## config.mk

```make
export PLATFORM = sky130hd
export DESIGN_NAME = mnx_exec
export DESIGN_NICKNAME = d
export VERILOG_FILES = /design/src/mnx_exec.v
export VERILOG_INCLUDE_DIRS = /design/src
export SDC_FILE = /design/constraint.sdc
export NUM_CORES = 2
export LEC_CHECK = 0
export BUFFER_PORTS_ARGS = -buffer_cell sky130_fd_sc_hd__buf_2
export CAP_MARGIN = 0
export CORE_MARGIN = 3
export CORE_UTILIZATION = 40
export DETAILED_ROUTE_END_ITERATION = 6
export GPL_TIMING_DRIVEN = 0
export SYNTH_ARGS = -nofsm -noshare
export SYNTH_HDL_FRONTEND = slang
export SYNTH_SLANG_ARGS = --single-unit
```

## constraint.sdc

```tcl
create_clock -name pclk -period 12.4 [get_ports pclk]
set_input_delay 0 -clock pclk [delete_from_list [all_inputs] [get_ports pclk]]
set_output_delay 0 -clock pclk [all_outputs]
set_load 0.01 [all_outputs]
```

## src/mnx_exec_consts.vh

```
/*
  Constants for the mnx_exec instruction execution block: instruction
  encodings, register offsets, field positions and reset values.
  Assumes it is included once by mnx_exec.v and holds definitions only.
*/
// What this block does
// - Move-file reads the file register at 7-bit address 0..127; instruction bit 7 is its direction bit.
// - Direction clear: fetched value goes to working register, file unchanged.
// - Direction set: fetched value is written back into the same file register.
// - Move-file sets zero flag from moved value; other flags stay untouched.
// - Store-working copies working register into file 0..127, one cycle, no flags.
// - Load-literal puts 8-bit immediate into working register, no flag change.
// - Load-literal don't-care bits come as zeros and the decoder ignores them.
// - Interrupt-return pops the return stack into the program counter, no flags.
// - Interrupt-return sets global interrupt enable, bit 7 of interrupt control.
`ifndef MNX_EXEC_CONSTS_VH
`define MNX_EXEC_CONSTS_VH

// ============================================================
// Instruction encodings (14-bit word, mask and match value)
`define MNX_OP_W          14
`define MNX_MVFILE_MASK   14'h3f00
`define MNX_MVFILE_VAL    14'h0800
`define MNX_STWORK_MASK   14'h3f80
`define MNX_STWORK_VAL    14'h0080
`define MNX_LDLIT_MASK    14'h3c00
`define MNX_LDLIT_VAL     14'h3000
`define MNX_IDLE_MASK     14'h3f9f
`define MNX_IDLE_VAL      14'h0000
`define MNX_IRET_MASK     14'h3fff
`define MNX_IRET_VAL      14'h0009
`define MNX_DIR_BIT       7
`define MNX_FADDR_MSB     6
`define MNX_LIT_MSB       7

// ============================================================
// APB register byte offsets
`define MNX_REG_INSTR     8'h00
`define MNX_REG_WREG      8'h04
`define MNX_REG_STATUS    8'h08
`define MNX_REG_PC        8'h0c
`define MNX_REG_INTCTL    8'h10
`define MNX_REG_FADDR     8'h14
`define MNX_REG_FDATA     8'h18
`define MNX_REG_STACK     8'h1c
`define MNX_REG_STKPTR    8'h20

// ============================================================
// Field positions and reset values
`define MNX_ST_BUSY_BIT   0
`define MNX_ST_ZERO_BIT   2
`define MNX_IRQEN_BIT     7
`define MNX_RST_BYTE      8'h00
`define MNX_PC_RST        13'h0000
`define MNX_PC_ONE        13'h0001
`define MNX_SP_ONE        3'h1

`endif

```

## src/mnx_exec.v

```verilog
/*
  mnx_exec: executes the move-file, store-working, load-literal, idle and
  interrupt-return instructions of an 8-bit core. Instruction words are
  handed in through an APB register; working register, status, program
  counter, interrupt control, file registers and return stack are
  visible over the same bus.
  Assumes an APB master on pclk, synchronous inputs, and a master that
  keeps psel/penable/paddr/pwrite/pwdata stable through the access.
*/
// The register addresses and the APB slave port were chosen for this implementation.
`include "mnx_exec_consts.vh"

module mnx_exec #(
  parameter PC_W      = 13,
  parameter STACK_D   = 8,
  parameter FILE_D    = 128
) (
  input  wire        pclk,
  input  wire        presetn,
  input  wire        ce,
  input  wire        psel,
  input  wire        penable,
  input  wire        pwrite,
  input  wire [7:0]  paddr,
  input  wire [31:0] pwdata,
  output reg         pready,
  output reg  [31:0] prdata,
  output reg         pslverr,
  output reg         busy_q,
  output reg         global_irq_enable_q
);

  // ============================================================
  // State
  reg [7:0]      wreg_q;
  reg            zero_q;
  reg [PC_W-1:0] pc_q;
  reg [7:0]      intctl_lo_q;     // Bits 6..0 of interrupt control
  reg [6:0]      faddr_q;
  reg [2:0]      sp_q;
  reg [7:0]      file_mem [0:FILE_D-1];
  reg [PC_W-1:0] stack_mem [0:STACK_D-1];

  // Mask-and-match test shared by every opcode decode
  function is_op;
    input [`MNX_OP_W-1:0] word;
    input [`MNX_OP_W-1:0] mask;
    input [`MNX_OP_W-1:0] val;
    begin
      is_op = ((word & mask) == val);
    end
  endfunction

  // ============================================================
  // Bus phases
  wire            acc      = psel & penable;
  wire            done     = acc & pready;
  wire            wr_done  = done & pwrite;
  wire [13:0]     instr    = pwdata[13:0];
  wire [6:0]      fsel     = instr[`MNX_FADDR_MSB:0];
  wire [7:0]      fval     = file_mem[fsel];
  wire [PC_W-1:0] top      = stack_mem[sp_q - `MNX_SP_ONE];
  wire            mapped   = (paddr == `MNX_REG_INSTR)  |
                             (paddr == `MNX_REG_WREG)   |
                             (paddr == `MNX_REG_STATUS) |
                             (paddr == `MNX_REG_PC)     |
                             (paddr == `MNX_REG_INTCTL) |
                             (paddr == `MNX_REG_FADDR)  |
                             (paddr == `MNX_REG_FDATA)  |
                             (paddr == `MNX_REG_STACK)  |
                             (paddr == `MNX_REG_STKPTR);
  // An instruction is taken only when no two-cycle op is in flight
  wire            exec     = wr_done & (paddr == `MNX_REG_INSTR) & ~busy_q;

  wire op_mvfile = exec & is_op(instr, `MNX_MVFILE_MASK,
                                `MNX_MVFILE_VAL);
  wire op_stwork = exec & is_op(instr, `MNX_STWORK_MASK,
                                `MNX_STWORK_VAL);
  // Don't-care bits 9:8 are masked out of the decode
  wire op_ldlit  = exec & is_op(instr, `MNX_LDLIT_MASK,
                                `MNX_LDLIT_VAL);
  wire op_idle   = exec & is_op(instr, `MNX_IDLE_MASK, `MNX_IDLE_VAL);
  wire op_iret   = exec & is_op(instr, `MNX_IRET_MASK,
                                `MNX_IRET_VAL);
  wire dir_set   = instr[`MNX_DIR_BIT];

  // ============================================================
  // Read data mux, registered with the answer
  reg [31:0] rdata_d;
  always @* begin
    rdata_d = 32'h0000_0000;
    case (paddr)
      `MNX_REG_WREG:   rdata_d[7:0] = wreg_q;
      `MNX_REG_STATUS: begin
        rdata_d[`MNX_ST_BUSY_BIT] = busy_q;
        rdata_d[`MNX_ST_ZERO_BIT] = zero_q;
      end
      `MNX_REG_PC:     rdata_d[PC_W-1:0] = pc_q;
      `MNX_REG_INTCTL: rdata_d[7:0] = {global_irq_enable_q, intctl_lo_q[6:0]};
      `MNX_REG_FADDR:  rdata_d[6:0] = faddr_q;
      `MNX_REG_FDATA:  rdata_d[7:0] = file_mem[faddr_q];
      `MNX_REG_STACK:  rdata_d[PC_W-1:0] = top;
      `MNX_REG_STKPTR: rdata_d[2:0] = sp_q;
      default:         rdata_d = 32'h0000_0000;
    endcase
  end

  // ============================================================
  // APB answer: one wait state, so every output comes from a flop
  always @(posedge pclk or negedge presetn) begin
    if (!presetn) begin
      pready  <= 1'b0;
      prdata  <= 32'h0000_0000;
      pslverr <= 1'b0;
    end else if (ce) begin
      if (acc & ~pready) begin
        pready  <= 1'b1;
        prdata  <= pwrite ? 32'h0000_0000 : rdata_d;
        pslverr <= ~mapped;   // Unmapped address answers with an error
      end else begin
        pready  <= 1'b0;
        pslverr <= 1'b0;
      end
    end
  end

  // ============================================================
  // Core registers: execution and software access
  always @(posedge pclk or negedge presetn) begin
    if (!presetn) begin
      wreg_q              <= `MNX_RST_BYTE;
      zero_q              <= 1'b0;
      pc_q                <= `MNX_PC_RST;
      intctl_lo_q         <= `MNX_RST_BYTE;
      global_irq_enable_q <= 1'b0;
      faddr_q             <= 7'h00;
      sp_q                <= 3'h0;
      busy_q              <= 1'b0;
    end else if (ce) begin
      // Second cycle of interrupt-return only retires the op
      if (busy_q) begin
        busy_q <= 1'b0;
      end
      if (op_mvfile & ~dir_set) begin
        wreg_q <= fval;
      end
      if (op_mvfile) begin
        zero_q <= (fval == `MNX_RST_BYTE);
        pc_q   <= pc_q + `MNX_PC_ONE;
      end
      if (op_stwork) begin
        pc_q <= pc_q + `MNX_PC_ONE;
      end
      if (op_ldlit) begin
        wreg_q <= instr[`MNX_LIT_MSB:0];
        pc_q   <= pc_q + `MNX_PC_ONE;
      end
      if (op_idle) begin
        pc_q <= pc_q + `MNX_PC_ONE;
      end
      if (op_iret) begin
        pc_q                <= top;
        sp_q                <= sp_q - `MNX_SP_ONE;
        global_irq_enable_q <= 1'b1;
        busy_q              <= 1'b1;
      end
      // Unrecognised words fall through as idle and advance the counter
      if (exec & ~(op_mvfile | op_stwork | op_ldlit | op_iret | op_idle)) begin
        pc_q <= pc_q + `MNX_PC_ONE;
      end
      // Software side; cannot collide with exec in the same transfer
      if (wr_done) begin
        case (paddr)
          `MNX_REG_WREG:   wreg_q <= pwdata[7:0];
          `MNX_REG_STATUS: zero_q <= pwdata[`MNX_ST_ZERO_BIT];
          `MNX_REG_INTCTL: begin
            global_irq_enable_q <= pwdata[`MNX_IRQEN_BIT];
            intctl_lo_q         <= {1'b0, pwdata[6:0]};
          end
          `MNX_REG_FADDR:  faddr_q <= pwdata[6:0];
          // Push wraps silently; depth overflow loses the oldest entry
          `MNX_REG_STACK:  sp_q <= sp_q + `MNX_SP_ONE;
          default:         ;
        endcase
      end
    end
  end

  // ============================================================
  // File registers and return stack storage (no reset, like RAM)
  always @(posedge pclk) begin
    if (ce) begin
      if (op_mvfile & dir_set) begin
        file_mem[fsel] <= fval;
      end
      if (op_stwork) begin
        file_mem[fsel] <= wreg_q;
      end
      if (wr_done & (paddr == `MNX_REG_FDATA)) begin
        file_mem[faddr_q] <= pwdata[7:0];
      end
      if (wr_done & (paddr == `MNX_REG_STACK)) begin
        stack_mem[sp_q] <= pwdata[PC_W-1:0];
      end
    end
  end

endmodule // mnx_exec

```

==> reports/metrics.yaml <==
outcome: "finished with violations"
violations: "max-capacitance violations, max-slew violations"
syn_to_final_growth_pct: 14.0
final-seq-area_um2: 35300
period_share_pct: 56.7
dp_slack_ns: 5.71
synth_area_um2: 55900
synth_compound_area_share_pct: 4.34
layoutNonFillerInstCount: 5285
syn_area_per_cell_um2: 18.4
cts_num_sinks: 1184
wl_per_cell_um: 45.1
hold_violations: 0
core_um2: 138000
worstSetupEndpointType: "flop"
insertion_delay_ns: 0.79
path_cells: "dlygate4sd3_1 -> buf_2 -> clkbuf_1 -> and2_1 -> clkbuf_1 -> clkbuf_1 -> clkbuf_2 -> a21oi_1 -> o21ai_0 -> a32oi_1 -> o21ai_1 -> mux2i_1 -> o21ai_4 -> buf_12 -> buf_12 -> buf_16"
critPathLaunchType: "input pin"
cp_top_family: "buffers and inverters"
fmax_mhz: 142
tns_ns: 0
ys_seq_elements: 1184
crit_slowest_cell: "clkbuf_1"
p_leak_nw: 20.4
highest_layer: "met5"
crit_required_ns: 13.00
crit_path_max_fanout: 33
crit_path_frequent_cell: "clkbuf_1"
reg2reg_slack_ns: 6.56
slowest_delay_ns: 1.05
wl_met1_um: 86200
wirelength_um: 238000
design_area_um2: 63800
reg2regPathDepth: 12
antenna_found_initial: 20
synth-xor-area-share_pct: 0.0470
synth-seq-area-share_pct: 63.1
cp-startpoint: "pwdata[2]"
hold_class: "in2reg"
wl_met3_um: 31800
drive_gt1_share_pct: 30.3
synth_cell_type_count: 76
fin_util_pct: 46.2
period_needed_ns: 7.04
final_nets: 3351
synthSimpleGateAreaFrac_pct: 3.98
ant_nets: 0
placedCellCount: 5003
drt-vias-per-instance: 6.93
worst_slew_pin_slew_ns: 1.63
power_density_nw_per_um2: 142
cts-resized-gates: 0
r2r_start: "faddr_q[1]$_DFFE_PN0P_"
ys_warn_count: 0
peakVddDrop_uv: 119
synthCells: 3043
fin_hold_ws_ns: 0.0662
grt_pass1_vias: 34500
ioPinCount: 82
place_area_um2: 59400
grt_max_degree: 69
grtUsageTotal_pct: 32.6
grt-ovfl-total: 0
synth-main-ff-cell: "edfxtp_1"
h-tree-depth: 3
die_w_um: 380
synth_top_area_share_pct: 60.6
endpoint: "file_mem[121][6]$_DFFE_PP_"
clk_path_buf_depth: 3
grt_pass1_wl_um: 315000
maxSlewViolCount: 133
timing.rr.end: "prdata[2]$_DFFE_PN0P_"
power_mw: 9.03
rows: 136
path_buf_inv: 9
gp_congestion: 1.06
num_vias: 36600
fin_ws_ns: 5.36
dp_hpwl_um: 164000
drtPass1Iterations: 7
maxCapViolations: 15
multi_input_area_um2: 19400
muxShareOfSynthArea_pct: 25.9
synth-edff-count: 1128
drc_errors: 0
cts_tree: "done"
io_buffers: 43
die-area_um2: 144000
async_flop_share_pct: 4.73
nFillCells: 11800
die_h_um: 380
dr.first_iter.drc_count: 6782
cts_buffers: 121
cp.depth: 16
yosys.area.top_type: "edfxtp_1"
synth_top_family_by_area: "multiplexers"
cts_root_buffer: "clkbuf_16"
crit_arrival_ns: 7.64
path_class: "in2reg"
slew_headroom_pct: -8.97
synthAdderAreaFrac_pct: 0.0671
route.met2.wl_um: 102000
fin_worst_skew_ns: 0.0386
ys_top_cells_by_area: "edfxtp_1 (61%), mux4_2 (22%), mux2i_1 (3.1%), dfrtp_1 (2.5%), nor2_1 (1.2%)"
clkTransAtPathRegs_ns: 0.06
rsz0062_at_grt: "false"
floorplan.initialDensity_pct: 40.5
setup_violations: 0
sequential cells by signal, summed over array words and instances (netlist names):
name                 flops
file_mem              1024
stack_mem              104
pc_q                    13
prdata                  13
wreg_q                   8
faddr_q                  7
intctl_lo_q              7
sp_q                     3
busy_q                   1
global_irq_enable_q      1
pready                   1
pslverr                  1
zero_q                   1
layout by cell type, fill, tap and decap left out, types with 16 or more instances in the layout:
master         synthesis  final
a21oi_1               65     61
buf_1                 28     23
nand2_1              117    117
mux2_2                36     36
conb_1                 1     19
nor3_1                23     18
clkbuf_1              96    105
clkinv_2               0     21
a211oi_1              18     18
nor2_1               185    179
edfxtp_1            1128   1128
a221oi_1              27     27
mux2i_1              172    172
a22oi_1               46     46
buf_12                 0     17
dfrtp_1               56     56
o21ai_0               64     61
nand3_1               39     39
mux4_2               549    549
o221ai_1              28     28
buf_2                 55    102
clkinv_1               1     35
a31oi_1               24     24
clkbuf_16              0    121
inv_1                 22     22
buf_6                 24     33
buf_4                 44     47
clkbuf_2               0     16
dlygate4sd3_1          0     34
worst min-delay path: stages:
cell and delay (ns):
clkbuf_1 0.21, nor2_1 0.24, nand2_1 0.10, nand3_1 0.09
a32o_1 0.15
cells by family (layout without fill, tap and decap cells):
| kind of cell | Yosys count | after routing |
|---|---|---|
| simple gates | 468 | 468 |
| compound gates | 353 | 353 |
| flops | 1184 | 1184 |
| fa+ha+maj | 3 | 3 |
| xor+xnor | 3 | 3 |
| other cells | 1 | 34 |
| mux | 757 | 757 |
| buf+inv | 274 | 620 |
worst min path at each step:
stage	to	slack [ns]	depth (start not counted)	startpoint
final	prdata[7]$_DFFE_PN0P_	0.07	5	paddr[3]
after global routing	prdata[12]$_DFFE_PN0P_	0.07	3	pwrite
after CTS	prdata[7]$_DFFE_PN0P_	0.03	5	paddr[3]
after detailed placement	prdata[12]$_DFFE_PN0P_	0.29	2	pwrite
after global placement	prdata[12]$_DFFE_PN0P_	0.29	2	pwrite
after floorplan	busy_q$_DFFE_PN0P_	-0.30	0	presetn
area by class of cell:
cell class / instances / area share [%]
flip-flops and latches: 1184 / 55.3
diodes: 15 / 0.0589
repair buffers: 118 / 2.05
well taps: 1863 / 3.65
clock inverters: 82 / 1.27
clock buffers: 146 / 4.89
multi-input cells: 1603 / 30.5
plain buffers: 247 / 2.14
inverters: 27 / 0.159
layer usage:
metal | vias to the layer above | track usage, %
li1 | 13400 | -
met1 | 19400 | 42.7
met2 | 3158 | 46.7
met3 | 670 | 11.0
met4 | 10 | 20.7
met5 | - | 0
report_power, final:
part	internal [mW]	leakage, nW	total [mW]	switching, mW
combinational	0.242	7.53	0.825	0.583
sequential	4.48	10.9	4.49	0.00146
clock	2.06	1.90	3.71	1.65
total	6.79	20.4	9.03	2.24
synthesized netlist by cell type (all sizes together), types with 4 or more instances:
master   count
nand3       40
and3        15
o22ai       15
or2          4
nand4        7
inv         26
nor2b       15
buf        151
a32oi        9
a21oi       65
nand2b       9
clkbuf      96
and2         9
o2111ai      5
nor2       185
mux2i      172
a22oi       46
mux4       549
nand3b       6
mux2        36
o31ai        4
a221oi      27
a22o        14
nand2      126
dfrtp       56
o21ai       67
a211oi      18
nor3        24
nor4        10
a31oi       24
o211ai       9
o221ai      29
edfxtp    1128
timing repair:
action / 4_1_cts / 5_1_grt
setup buffers: 0 / 0
hold endpoints to repair: 201 / 56
hold buffers: 33 / 1
Note: power is estimated with default switching activity, not from simulation.
